### config.mk
export PLATFORM = sky130hd
export DESIGN_NAME = ascrp_port
export DESIGN_NICKNAME = d
export VERILOG_FILES = /design/src/ascrp_sar.v /design/src/ascrp_port.v
export VERILOG_INCLUDE_DIRS = /design/src
export SDC_FILE = /design/constraint.sdc
export NUM_CORES = 1
export LEC_CHECK = 0
export BUFFER_PORTS_ARGS = -buffer_cell sky130_fd_sc_hd__buf_2
export CORE_MARGIN = 2
export CORE_UTILIZATION = 33
export CTS_CLUSTER_DIAMETER = 30
export CTS_CLUSTER_SIZE = 24
export DETAILED_ROUTE_END_ITERATION = 16
export GPL_ROUTABILITY_DRIVEN = 0
export REMOVE_ABC_BUFFERS = 1
export SLEW_MARGIN = 30
export SYNTH_ARGS = -nofsm -noshare
export SYNTH_HDL_FRONTEND = slang
export SYNTH_SLANG_ARGS = --single-unit
### constraint.sdc
create_clock -name clk -period 5.75 [get_ports clk]
set_clock_uncertainty 0.2 [all_clocks]
set_input_delay 1.725 -clock clk [delete_from_list [all_inputs] [get_ports clk]]
set_output_delay 1.725 -clock clk [all_outputs]
set_load 0.01 [all_outputs]
### src/ascrp_defines.vh
// constants of the converter serial command and result port
// assumes inclusion by bare name from the port and its successive-approximation register
`ifndef ASCRP_DEFINES_VH
`define ASCRP_DEFINES_VH

// ----------------------------------------------------------------
// result format
// ----------------------------------------------------------------
`define ASCRP_RES_W 13
`define ASCRP_SIGN_IDX 4'hc
`define ASCRP_RES_RST 13'h0000

// ----------------------------------------------------------------
// serial clock counts, rising edges after the start bit
// ----------------------------------------------------------------
`define ASCRP_CNT_W 6
`define ASCRP_CNT_START 6'h00
`define ASCRP_CNT_MODE 6'h00
`define ASCRP_CNT_D2 6'h01
`define ASCRP_CNT_D1 6'h02
`define ASCRP_CNT_D0 6'h03
`define ASCRP_CNT_NULL 6'h05
`define ASCRP_CNT_SIGN 6'h06
`define ASCRP_CNT_LAST_MSB 6'h12
`define ASCRP_CNT_FIRST_LSB 6'h13
`define ASCRP_CNT_LAST_LSB 6'h1f
`define ASCRP_CNT_MAX 6'h20

// ----------------------------------------------------------------
// states
// ----------------------------------------------------------------
`define ASCRP_ST_IDLE 2'h0
`define ASCRP_ST_HUNT 2'h1
`define ASCRP_ST_XFER 2'h2

`endif

### src/ascrp_sar.v
// successive-approximation register, one result bit resolved per step
// assumes the comparator answers for the trial code before each step
`include "ascrp_defines.vh"
`default_nettype none

module ascrp_sar (
   // clock and reset
   input wire clk,
   input wire nrst,
   // control
   input wire clear,
   input wire step,
   input wire [3:0] bit_idx,
   input wire force_pos,
   // comparator: differential input at or above trial code
   input wire cmp_above,
   // results
   output reg [`ASCRP_RES_W-1:0] trial,
   output reg [`ASCRP_RES_W-1:0] result,
   output wire bit_out
);

   reg [`ASCRP_RES_W-1:0] next_result;

   // sign step compares against zero; single-ended never goes negative
   assign bit_out = (bit_idx == `ASCRP_SIGN_IDX) ? (~cmp_above & ~force_pos) : cmp_above;

   always @* begin
      next_result = result;
      next_result[bit_idx] = bit_out;
   end

   always @(posedge clk or negedge nrst) begin
      if (!nrst) begin
         trial <= `ASCRP_RES_RST;
         result <= `ASCRP_RES_RST;
      end else if (clear) begin
         trial <= `ASCRP_RES_RST;
         result <= `ASCRP_RES_RST;
      end else if (step) begin
         result <= next_result;
         // next trial keeps resolved bits and sets the one below
         if (bit_idx != 4'h0) begin
            trial <= next_result | (13'h0001 << (bit_idx - 4'h1));
         end else begin
            trial <= next_result;
         end
      end
   end

endmodule

`default_nettype wire

### src/ascrp_port.v
// serial command and result port of a 13-bit differential converter
// assumes the master owns sclk, cs_n and din; all three are asynchronous
// to clk and are sampled here, so sclk must stay well below clk / 4
//
// What this block does
// - result is 13-bit two's complement, sign bit on top
// - sign 0 when positive input not lower
// - codes span +4095 down to -4096
// - listen only after chip select falls
// - chip select low at reset needs high first
// - first rising edge with din high starts
// - leading zeros before start are ignored
// - bit after start picks single or differential
// - three select bits follow, highest first
// - single-ended selects index; four-channel ignores bit2
// - differential picks pair, bit0 picks polarity
// - single-ended sign always sent as 0
// - sample from fourth rising to fifth falling
// - din ignored during sample completion clock
// - low null bit on following falling edge
// - sign then twelve bits most significant first
// - dout changes only on sclk falling edges, and clears to 0 when chip select goes high
// - repeat result least significant first afterwards
// - zeros after that while chip select low
// - power-down indication after conversion bits produced
// - works with sclk idling low or high
// - dout undriven before the null bit
`include "ascrp_defines.vh"
`default_nettype none

module ascrp_port (
   // clock and reset
   input wire clk,
   input wire nrst,
   // serial link pins
   input wire sclk,
   input wire cs_n,
   input wire din,
   output reg dout,
   output reg dout_oe_n,
   // configuration
   input wire four_chan_variant,
   // analog front end
   input wire cmp_above,
   output wire [`ASCRP_RES_W-1:0] dac_trial,
   output reg sample_en,
   output reg power_down,
   output reg [2:0] pos_chan,
   output reg [2:0] neg_chan,
   output reg neg_is_gnd,
   // status
   output reg input_mode_select,
   output reg chan_sel_bit2,
   output reg chan_sel_bit1,
   output reg chan_sel_bit0,
   output reg xfer_active,
   output wire [`ASCRP_RES_W-1:0] last_result
);

   // ----------------------------------------------------------------
   // pin synchronisers and edge detection
   // ----------------------------------------------------------------
   reg sclk_m;
   reg sclk_s;
   reg sclk_d;
   reg cs_m;
   reg cs_s;
   reg cs_d;
   reg din_m;
   reg din_s;
   wire sclk_rise;
   wire sclk_fall;
   wire cs_fall;

   // cs sync resets low so a chip select held low from power-up
   // never looks like a falling transition
   always @(posedge clk or negedge nrst) begin
      if (!nrst) begin
         sclk_m <= 1'b0;
         sclk_s <= 1'b0;
         sclk_d <= 1'b0;
         cs_m <= 1'b0;
         cs_s <= 1'b0;
         cs_d <= 1'b0;
         din_m <= 1'b0;
         din_s <= 1'b0;
      end else begin
         sclk_m <= sclk;
         sclk_s <= sclk_m;
         sclk_d <= sclk_s;
         cs_m <= cs_n;
         cs_s <= cs_m;
         cs_d <= cs_s;
         din_m <= din;
         din_s <= din_m;
      end
   end

   // both idle levels
   // a leading falling edge in idle-high mode finds no started frame
   assign sclk_rise = sclk_s & ~sclk_d;
   assign sclk_fall = ~sclk_s & sclk_d;
   assign cs_fall = ~cs_s & cs_d;

   // ----------------------------------------------------------------
   // channel decode
   // ----------------------------------------------------------------
   // which channel drives one side of the comparator
   function [2:0] chan_of;
      input single;
      input four;
      input [2:0] sel;
      input neg_side;
      reg [2:0] s;
      begin
         s = sel;
         if (four) begin
            s[2] = 1'b0;
         end
         if (single) begin
            chan_of = s;
         end else begin
            chan_of = {s[2:1], s[0] ^ neg_side};
         end
      end
   endfunction

   wire [2:0] sel_now;
   assign sel_now = {chan_sel_bit2, chan_sel_bit1, chan_sel_bit0};

   always @* begin
      pos_chan = chan_of(input_mode_select, four_chan_variant, sel_now, 1'b0);
      neg_chan = chan_of(input_mode_select, four_chan_variant, sel_now, 1'b1);
      neg_is_gnd = input_mode_select;
   end

   // ----------------------------------------------------------------
   // successive approximation
   // ----------------------------------------------------------------
   reg [1:0] state;
   reg [`ASCRP_CNT_W-1:0] cnt;
   wire in_msb;
   wire in_lsb;
   wire sar_step;
   wire sar_clear;
   wire sar_bit;
   wire [3:0] msb_idx;
   wire [3:0] lsb_idx;

   // bit position inside a phase; wraps outside it, so read only in that phase
   function [3:0] bit_pos;
      input [`ASCRP_CNT_W-1:0] hi;
      input [`ASCRP_CNT_W-1:0] lo;
      reg [`ASCRP_CNT_W-1:0] diff;
      begin
         diff = hi - lo;
         bit_pos = diff[3:0];
      end
   endfunction

   // count window test, both end points included
   function in_span;
      input [`ASCRP_CNT_W-1:0] c;
      input [`ASCRP_CNT_W-1:0] lo;
      input [`ASCRP_CNT_W-1:0] hi;
      begin
         in_span = (c >= lo) && (c <= hi);
      end
   endfunction

   assign in_msb = in_span(cnt, `ASCRP_CNT_SIGN, `ASCRP_CNT_LAST_MSB);
   assign in_lsb = in_span(cnt, `ASCRP_CNT_FIRST_LSB, `ASCRP_CNT_LAST_LSB);
   assign msb_idx = bit_pos(`ASCRP_CNT_LAST_MSB, cnt);
   assign lsb_idx = bit_pos(cnt, `ASCRP_CNT_FIRST_LSB);

   // one bit per clock
   // each falling edge of the msb-first phase resolves and sends one bit
   assign sar_step = (state == `ASCRP_ST_XFER) && sclk_fall && in_msb;
   assign sar_clear = (state == `ASCRP_ST_HUNT) && sclk_rise && din_s;

   ascrp_sar u_sar (
      .clk(clk),
      .nrst(nrst),
      .clear(sar_clear),
      .step(sar_step),
      .bit_idx(msb_idx),
      .force_pos(input_mode_select),
      .cmp_above(cmp_above),
      .trial(dac_trial),
      .result(last_result),
      .bit_out(sar_bit)
   );

   // ----------------------------------------------------------------
   // frame sequencing
   // ----------------------------------------------------------------
   always @(posedge clk or negedge nrst) begin
      if (!nrst) begin
         state <= `ASCRP_ST_IDLE;
         cnt <= `ASCRP_CNT_START;
         input_mode_select <= 1'b0;
         chan_sel_bit2 <= 1'b0;
         chan_sel_bit1 <= 1'b0;
         chan_sel_bit0 <= 1'b0;
         sample_en <= 1'b0;
         power_down <= 1'b1;
         dout <= 1'b0;
         dout_oe_n <= 1'b1;
         xfer_active <= 1'b0;
      end else if (cs_s) begin
         state <= `ASCRP_ST_IDLE;
         cnt <= `ASCRP_CNT_START;
         sample_en <= 1'b0;
         power_down <= 1'b1;
         dout <= 1'b0;
         dout_oe_n <= 1'b1;
         xfer_active <= 1'b0;
      end else begin
         case (state)
            `ASCRP_ST_IDLE: begin
               if (cs_fall) begin
                  state <= `ASCRP_ST_HUNT;
               end
            end
            `ASCRP_ST_HUNT: begin
               if (sclk_rise && din_s) begin
                  state <= `ASCRP_ST_XFER;
                  cnt <= `ASCRP_CNT_START;
                  power_down <= 1'b0;
                  xfer_active <= 1'b1;
               end
            end
            `ASCRP_ST_XFER: begin
               if (sclk_rise) begin
                  if (cnt != `ASCRP_CNT_MAX) begin
                     cnt <= cnt + 6'h01;
                  end
                  if (cnt == `ASCRP_CNT_MODE) begin
                     input_mode_select <= din_s;
                  end
                  if (cnt == `ASCRP_CNT_D2) begin
                     chan_sel_bit2 <= din_s;
                  end
                  if (cnt == `ASCRP_CNT_D1) begin
                     chan_sel_bit1 <= din_s;
                  end
                  if (cnt == `ASCRP_CNT_D0) begin
                     chan_sel_bit0 <= din_s;
                     sample_en <= 1'b1;
                  end
                  // din not read on the completion clock
               end
               if (sclk_fall) begin
                  if (cnt == `ASCRP_CNT_NULL) begin
                     sample_en <= 1'b0;
                     dout <= 1'b0;
                     dout_oe_n <= 1'b0;
                  end else if (in_msb) begin
                     dout <= sar_bit;
                  end else if (in_lsb) begin
                     dout <= last_result[lsb_idx];
                  end else if (cnt > `ASCRP_CNT_LAST_LSB) begin
                     dout <= 1'b0;
                  end
                  // converter powers down
                  // bias and comparator idle once the last bit is decided
                  if (cnt == `ASCRP_CNT_LAST_MSB) begin
                     power_down <= 1'b1;
                  end
               end
            end
            default: begin
               state <= `ASCRP_ST_IDLE;
            end
         endcase
      end
   end

endmodule

`default_nettype wire

After elaboration in Yosys (flattened, before gate mapping). Index checks and enable logic that the tools add are counted.

Bits in registers: 51. Input bits: 7. Output and inout bits: 42.

Add/subtract/negate cells: 4. $lt $le $gt $ge: 8. Equality and inequality tests: 16. Shifts and indexed selects: 1. Multiplexer cells: 47. Bitwise logic cells: 11. Reduce and logical (&&, ||, !) cells: 29.

Operators by type and width (number): 2-to-1 mux 13 bit (5); 2-to-1 mux 1 bit (29); 2-to-1 mux 6 bit (4); AND reduction 4 bit (6); bitwise mux 13 bit (1); OR 13 bit (1); << shifter 1 x 4 -> 13 bit (first input constant) (1); == test 6 x 2 -> 1 bit (second input constant) (2); <= comparator 6 x 5 -> 1 bit (second input constant) (2); case mux 6 bit (2 select lines) (1); nonzero test 2 bit (6); < comparator 4 x 5 -> 1 bit (second input constant) (2); != test 3 x 2 -> 1 bit (second input constant) (3); != test 3 bit (second input constant) (3); AND reduction 3 bit (3); logical AND 1 bit (8); adder 6 x 1 -> 6 bit (second input constant) (1); == test 6 x 1 -> 1 bit (second input constant) (1); == test 6 x 3 -> 1 bit (second input constant) (1); == test 6 x 5 -> 1 bit (second input constant) (1); >= comparator 6 x 3 -> 1 bit (second input constant) (1); >= comparator 6 x 5 -> 1 bit (second input constant) (1); > comparator 6 x 5 -> 1 bit (second input constant) (1); zero test 6 bit (1); other kinds (21) (31).

Longest topological paths before layout. Gate-level depths: netlist of run 1.

Depth in word-level cells: 10. Depth in mapped cells: 11. Depth with buffers taken out: 8.

Hierarchy. A second synthesis of run 1 with hierarchy kept.

Cell total of the unflattened synthesis: 304. Area, all modules: 3065.4 um2.

By module, submodules not included: ascrp_sar (instances 1, cells an instance 166, area each 1572.8 um2, sequential area each 650.6 um2); ascrp_port (instances 1, cells an instance 138, area each 1492.7 um2, sequential area each 628.1 um2).

Worst setup path after synthesis of run 1. OpenSTA, ideal clock, no wires.

Path kind: input to output. Start point: in four_chan_variant. End point: out pos_chan[2]. Data arrival time: 2.107 ns. Data required time: 3.825 ns. Slack: 1.718 ns. Stages on the path: 2. Buffers on the path: 1. Path through: nor2b_1 > buf_4.

Cells in the longest elaborated chain, start to end: 1.

Ends and longest elaborated chain: start, declared (line ascrp_port.v:42) `input wire four_chan_variant,`; 2-to-1 mux 1 bit (line ascrp_port.v:117) `if (four) begin`; end, declared (line ascrp_port.v:48) `output reg [2:0] pos_chan,`.

No other way between the ends.

Worst setup path in the final report of run 1.
Start point: in four_chan_variant. End point: out neg_chan[2].

Cells in the longest elaborated chain, start to end: 1.

Ends and longest elaborated chain: 2-to-1 mux 1 bit (line ascrp_port.v:117); end, declared (line ascrp_port.v:49) `output reg [2:0] neg_chan,`.

No other way between the ends.

==> results of run 1 <==
-- power groups by stage --
stage	Sequential, mW	Clock [mW]	Combinational [mW]
floorplan	0.438	0	0.0469
global placement	0.431	0	0.113
detailed placement	0.431	0	0.114
CTS	0.424	0.229	0.115
global route	0.429	0.241	0.126
finish	0.423	0.227	0.113
-- registers in the layout, summed over array words and instances (netlist names), 2 cells and up --
signal        flops
u_sar.result     13
u_sar.trial      13
state             2
cnt               6
-- cell families after synthesis --
family,count (synthesis)
DFF,51
buffers and inverters,27
adders and majority gates,7
and+or+nand+nor,109
AOI/OAI and AO/OA,89
muxes,15
xor gates and xnor gates,9
-- final timing paths --
check | cells past startpoint | end | slack [ps] | startpoint
min | 0 | cs_s$_DFF_PN0_ | 160 | cs_m$_DFF_PN0_
max in group asynchronous | 2 | u_sar.trial[0]$_DFFE_PN0P_ | 3600 | nrst
min reg2reg | 0 | cs_s$_DFF_PN0_ | 160 | cs_m$_DFF_PN0_
max | 3 | neg_chan[2] | 1740 | four_chan_variant
max reg2reg | 9 | u_sar.result[12]$_DFFE_PN0P_ | 1960 | cnt[0]$_DFFE_PN0P_
min in group asynchronous | 2 | sclk_m$_DFF_PN0_ | 1300 | nrst
-- layout make-up --
type / instances / area [um^2]
multi-input cells: 229 / 1620
clock buffers: 5 / 68.8
repair buffers: 50 / 255
flip-flops and latches: 51 / 1280
fillers: 851 / 5410
well taps: 108 / 135
clock inverters: 3 / 26.3
inverters: 3 / 11.3
-- through the flow --
| step | hold WS, ps | instance area (um^2) |
|---|---|---|
| after detailed placement | 136 | 3300 |
| after CTS | 162 | 3390 |
| final | 161 | 3390 |
| after global routing | 169 | 3390 |
| after global placement | 132 | 3300 |
| after floorplan | 131 | 2910 |
-- metal layers --
metal	up-vias	routed length, um
met5	-	0
met4	0	160
met3	12	442
met2	92	3520
met1	1268	3590
li1	1202	-
-- cells in the mapped netlist (5+ instances only) --
| cell type | n |
|---|---|
| nand3_1 | 9 |
| a21oi_1 | 14 |
| nand2_1 | 36 |
| buf_2 | 5 |
| o21ai_0 | 20 |
| dfrtp_1 | 49 |
| a211oi_1 | 5 |
| nand2b_1 | 8 |
| xor2_1 | 5 |
| nor2b_1 | 6 |
| nor2_1 | 11 |
| buf_4 | 5 |
| and2_1 | 7 |
| nor3_1 | 9 |
| ha_1 | 7 |
| clkbuf_1 | 12 |
| mux2i_1 | 6 |
==> metrics, run 1 <==
XOR/XNOR Fraction of Synth Area=2.60%; CP Max Fanout=2; Compound-Gate Fraction of Synth Area=a little over a fifth; Area Overhead vs Synth=12.0%; Max Clk Rate=0.250 GHz; IO buf count=48; outcome=finished clean; final antenna-violating net count=0; Tcrit/Tclk final=69.7%; Mapped Cells=~310; ys flop type=dfrtp_1; Pwr Total=0.764 mW; peak supply drop=0.000125 V; worst-path cell chain=buf_2 > nor2b_1 > buf_2; max-capacitance violation count=0; ys async rst share=100%; sw frac=29.9%; Leakage=1.54 nW; Clock Tree Buf Depth=2; Slowest cell on crit path=buf_2; Final Slew Violations=0; Post-CTS Setup Bufs=0; CTS hold repair buffers=0; met1 Usage GRT=a little under a quarter; DRC=0; WP data arrival=around 2100 ps; Initial Utilization=about a third; TritonCTS Sinks=51; placed cells=441; # H-tree levels=2; most frequent cells in the layout=49 x dfrtp_1, 48 x buf_2, 36 x nand2_1; area leader, netlist=dfrtp_1; Syn. warnings=0; Vias=2574; Clk pwr share=between 20% and 30%; num ports=49; minimum clock period=between 4000 and 5000 ps; std cell rows=34; vias in the first global route=2403; fin cells=449; WS Path Type=in2out; initial antenna violation count=0; most common cell after layout, fill and taps aside=dfrtp_1; met3 Track Usage GR=under 10%; Crit path top cell by count=buf_2; final setup fails=0; HPWL after DPL=~5300 um; DP Worst Slack=1740 ps; Yosys cell types=63; share of power burned in registers=55.4%; Synth area leaders=dfrtp_1 40%, nand2_1 4.5%, o21ai_0 3.3%; post-synth design cell area=slightly above 0.003 mm^2; DR iter-0 viols=270; Req. time, crit path=about 3800 ps; adder-cell share of the synthesized area=under 10%; core area=0.00881 mm^2; post-synth top area share=40.5%; largest net degree at the start of global routing=52; sw power=about 0.23 mW; n_diodes=0; die height=99.8 um; die area=~0.010 mm^2; Post-Syn Area per Cell=9.87 um^2; Seq cells post-synth=51; first-pass GRT wire length=about 13000 um; vias per cell=5.73; die span in x=99.8 um; setup tns final=0 ps; Congestion Overflow GR=0; post-synthesis mux area share=6.90%; main combinational cell family by area after synthesis=compound AO/OA/AOI/OAI gates; Min-Delay Path Class=reg2reg; Int Pwr=approximately 0.54 mW; Slew headroom=35.4%; Post-Route WL=7720 um; Critical Path Sink Type=output port; PostCTS Resize Cnt=0; startpoint types=input port; final core utilization=between 30% and 40%; grt peak-use layer=met2; WP buf/inv=2; final hold viol count=0; Detailed Routing Iterations Pass 1=4; WL/cell=17.2 um; Gate power share=14.8%; Clk Latency, worst-skew pair=320 ps; Clock transition at path regs=~110 ps; CTS tree=built; crit path setup slack, layout=1740 ps; critical path's top delay family=buffers and inverters; Post-synth EDFFs=0; Post-Synth Simple-Gate Area=19.1%; sequential area share after synthesis=42.2%; cts bufs inserted=5; met2 usage=24.5%; fraction of layout instances using a drive strength above 1=23.2%; root cell of the clock tree=clkbuf_8; Cell Pwr Density=225 mW/mm^2; worst slew pin tran=968 ps; RSZ-0062 raised after global routing=false; Net count, final=roughly 350; gr usage total=16.1%; Crit path largest cell delay=140 ps
Power figures use the tool's default switching activity.
==> inputs of run 2 (changes only) <==
==> constraint.sdc (replaced) <==
create_clock -name clk -period 4 [get_ports clk]
set_clock_uncertainty 0.2 [all_clocks]
set_input_delay 1.2 -clock clk [delete_from_list [all_inputs] [get_ports clk]]
set_output_delay 1.2 -clock clk [all_outputs]
set_load 0.01 [all_outputs]
==> metrics, run 2 (synthesis gave the netlist of run 1 again) <==
Net count, final=359; most common cell after layout, fill and taps aside=dfrtp_1; Min-Delay Path Class=reg2reg; Req. time, crit path=~4000 ps; first-pass GRT wire length=13200 um; DR iter-0 viols=~300; Leakage=1.59 nW; startpoint types=register; fraction of layout instances using a drive strength above 1=24.3%; final hold viol count=0; initial antenna violation count=0; setup tns final=0 ps; largest net degree at the start of global routing=39; die area=0.00996 mm^2; Vias=2612; RSZ-0062 raised after global routing=false; gr usage total=16.7%; Max Clk Rate=0.307 GHz; HPWL after DPL=about 5800 um; DP Worst Slack=816 ps; die height=99.8 um; fill cell count=863; Storage cell area=0.00128 mm^2; CTS hold repair buffers=0; Clock Tree Buf Depth=2; Critical Path Sink Type=register; PostCTS Resize Cnt=0; worst slew pin tran=825 ps; Area Overhead vs Synth=14.6%; minimum clock period=3260 ps; Slew headroom=45.0%; share of power burned in registers=50.6%; CTS tree=built; Gate power share=a little over an eighth; CP Max Fanout=15; sw power=0.314 mW; TritonCTS Sinks=51; Post-CTS Setup Bufs=0; Congestion Overflow GR=0; final core utilization=39.4%; WP data arrival=3260 ps; WL/cell=18.1 um; crit path setup slack, layout=roughly 740 ps; largest registers=u_sar.result (13), u_sar.trial (13), cnt (6); max-capacitance violation count=0; DRC=0; root cell of the clock tree=clkbuf_8; most frequent cells in the layout=49 x dfrtp_1, 48 x buf_2, 36 x nand2_1; sw frac=26.1%; std cell rows=34; n_diodes=0; Placed Area=0.00333 mm^2; Clock transition at path regs=100 ps; core area=around 0.0088 mm^2; peak supply drop=0.000220 V; cts bufs inserted=5; Clk pwr share=35.9%; final setup fails=0; Multi-input gate area=0.00162 mm^2; R2R setup slack=740 ps; outcome=finished clean; Final Slew Violations=0; Int Pwr=0.889 mW; die span in x=99.8 um; Detailed Routing Iterations Pass 1=7; IO buf count=48; cell area after layout=0.00347 mm^2; Cell Pwr Density=347 mW/mm^2; Post-Route WL=around 8000 um; Clk Latency, worst-skew pair=310 ps; num ports=49; final antenna-violating net count=0; vias per cell=5.75; WHS=between 150 and 200 ps; vias in the first global route=2401; # H-tree levels=2; WS Path Type=reg2reg; Initial Utilization=34.4%; Tcrit/Tclk final=approximately four fifths
[run 2: cell type report]
| type | count | share of cell area (%) |
|---|---|---|
| Tap cell | 108 | 3.89 |
| Timing Repair Buffer | 55 | 8.44 |
| Clock buffer | 5 | 1.98 |
| Sequential cell | 51 | 36.8 |
| Multi-Input combinational cell | 229 | 46.6 |
| Clock inverter | 3 | 1.95 |
| Inverter | 3 | 0.324 |
[run 2: power by group through the flow]
stage | Combinational [mW] | Clock [mW] | Sequential, mW
after global placement | 0.163 | 0 | 0.619
final | 0.162 | 0.432 | 0.609
after CTS | 0.166 | 0.441 | 0.610
after global routing | 0.182 | 0.461 | 0.618
after floorplan | 0.0673 | 0 | 0.629
after detailed placement | 0.165 | 0 | 0.620
[run 2: stage by stage]
stage | power (mW) | std cells
6_report | 1.20 | 454
5_1_grt | 1.26 | 454
4_1_cts | 1.22 | 454
3_5_place_dp | 0.785 | 446
3_3_place_gp | 0.782 | 446
2_1_floorplan | 0.697 | 283
[run 2: worst max-delay path, cell delays in order, from the launching register on]
cell	delay (ps)
dfrtp_1	660
ha_1	580
inv_1	160
nor2_1	360
a32oi_4	190
mux2i_2	500
a311oi_1	200
a221o_1	300
[run 2: layer usage]
metal,track usage [%],wire length (um),vias up
met3,2.92,519,16
met2,24.7,3730,116
li1,-,-,1212
met1,24.1,3740,1268
met4,7.38,223,0
met5,0,0,-
[run 2: final timing paths]
path | from | end | depth (start not counted)
setup / recovery | cnt[1]$_DFFE_PN0P_ | u_sar.trial[1]$_DFFE_PN0P_ | 7
max in group asynchronous | nrst | u_sar.result[1]$_DFFE_PN0P_ | 2
setup reg to reg | cnt[1]$_DFFE_PN0P_ | u_sar.trial[1]$_DFFE_PN0P_ | 7
min in group asynchronous | nrst | cs_m$_DFF_PN0_ | 1
hold / removal | din_m$_DFF_PN0_ | din_s$_DFF_PN0_ | 0
hold reg to reg | din_m$_DFF_PN0_ | din_s$_DFF_PN0_ | 0
==> inputs of run 3 (changes only) <==
==> constraint.sdc (replaced) <==
create_clock -name clk -period 3.14 [get_ports clk]
set_clock_uncertainty 0.2 [all_clocks]
set_input_delay 0.942 -clock clk [delete_from_list [all_inputs] [get_ports clk]]
set_output_delay 0.942 -clock clk [all_outputs]
set_load 0.01 [all_outputs]
==> metrics, run 3 (synthesis gave the netlist of run 1 again) <==
# H-tree levels=2; DR iter-0 viols=250; HPWL after DPL=slightly below 6000 um; n_diodes=0; Initial Utilization=34.4%; DRC=0; Setup crit end=u_sar.trial[1]$_DFFE_PN0P_; WHS=161 ps; max-capacitance violation count=0; final setup fails=0; Clock transition at path regs=roughly 100 ps; most frequent cells in the layout=49 x dfrtp_1, 48 x buf_2, 36 x nand2_1; worst slew pin tran=between 700 and 800 ps; Min-Delay Path Class=reg2reg; fraction of layout instances using a drive strength above 1=between 20% and 30%; TritonCTS Sinks=51; first-pass GRT wire length=13300 um; outcome=finished clean; final hold viol count=0; std cell rows=34; Cell Pwr Density=401 mW/mm^2; PostCTS Resize Cnt=0; die height=99.8 um; die span in x=99.8 um; Vias=2610; CP Max Fanout=11; Tcrit/Tclk final=92.4%; Area Overhead vs Synth=15.1%; WL/cell=17.6 um; r2r startpoint=cnt[0]$_DFFE_PN0P_; Congestion Overflow GR=0; Pwr Total=about 1.4 mW; largest net degree at the start of global routing=36; WP data arrival=between 2000 and 3000 ps; initial antenna violation count=0; Leakage=1.61 nW; Detailed Routing Iterations Pass 1=5; final antenna-violating net count=0; Clock Tree Buf Depth=2; cts bufs inserted=5; Post-Route WL=8080 um; Critical Path Sink Type=register; root cell of the clock tree=clkbuf_8; Req. time, crit path=3130 ps; largest registers=u_sar.result (13), u_sar.trial (13), cnt (6); vias in the first global route=between 2000 and 3000; r2r endpoint=u_sar.trial[1]$_DFFE_PN0P_; Max Clk Rate=0.345 GHz; Critical path origin=cnt[0]$_DFFE_PN0P_; startpoint types=register; RSZ-0062 raised after global routing=false; peak supply drop=around 0.00018 V; Register-to-Register Path Depth=7; CTS tree=built; vias per cell=5.67; core area=0.00881 mm^2; most common cell after layout, fill and taps aside=dfrtp_1; die area=approximately 0.010 mm^2; num ports=49; setup tns final=0 ps; CTS hold repair buffers=0; R2R setup slack=240 ps; Post-CTS Setup Bufs=0; IO buf count=48; Clk Latency, worst-skew pair=310 ps; gr usage total=16.8%; Net count, final=365; Final Slew Violations=0; Slew headroom=47.0%; minimum clock period=2900 ps; WS Path Type=reg2reg
## run 3: cell count changes in the layout (fill, tap and decap cells not counted), sizes merged
cell,change
buf,+6
inv,+2
bufinv,-2
clkinv,+1
clkinvlp,-1
## run 3: how the worst min path moves through the flow
stage | start | endpoint | depth (start not counted)
floorplan | cs_m$_DFF_PN0_ | cs_s$_DFF_PN0_ | 0
global placement | cs_m$_DFF_PN0_ | cs_s$_DFF_PN0_ | 0
detailed placement | sclk_m$_DFF_PN0_ | sclk_s$_DFF_PN0_ | 0
CTS | din_m$_DFF_PN0_ | din_s$_DFF_PN0_ | 0
global route | sclk_m$_DFF_PN0_ | sclk_s$_DFF_PN0_ | 0
finish | din_m$_DFF_PN0_ | din_s$_DFF_PN0_ | 0
## run 3: layout make-up
type	count	area [um^2]
Clock buffer	5	68.8
Clock inverter	3	26.3
Fill cell	862	5320
Inverter	3	11.3
Multi-Input combinational cell	229	1620
Sequential cell	51	1280
Tap cell	108	135
Timing Repair Buffer	61	350
## run 3: worst max-delay path, cell delays in order (launching register included)
cell	delay, ps
dfrtp_1	530
buf_4	260
a21boi_2	120
or2_4	310
a32oi_4	290
mux2i_2	570
a311oi_1	210
a221o_1	300
## run 3: routing by layer
| layer | GRT usage, % | share of wire, % | up-vias |
|---|---|---|---|
| met5 | 0 | 0 | - |
| met4 | 7.27 | 2.0 | 0 |
| met3 | 2.37 | 5.0 | 17 |
| met2 | 26.1 | 47 | 93 |
| met1 | 23.7 | 46 | 1271 |
| li1 | - | - | 1229 |
## run 3: report_power, final
group | total (mW) | internal (mW) | switching, mW
Sequential | 0.780 | 0.717 | 0.0625
Combinational | 0.212 | 0.0997 | 0.112
Clock | 0.406 | 0.165 | 0.241
## run 3: metrics by stage
step / instances / instance area (um^2) / setup slack [ps] / utilization, %
after global routing: 460 / 3490 / 45.9 / 39.6
final: 460 / 3490 / 237 / 39.6
after detailed placement: 452 / 3390 / 253 / 38.5
after CTS: 460 / 3490 / 223 / 39.6
after floorplan: 283 / 2910 / -348 / -
after global placement: 452 / 3390 / 305 / 38.5
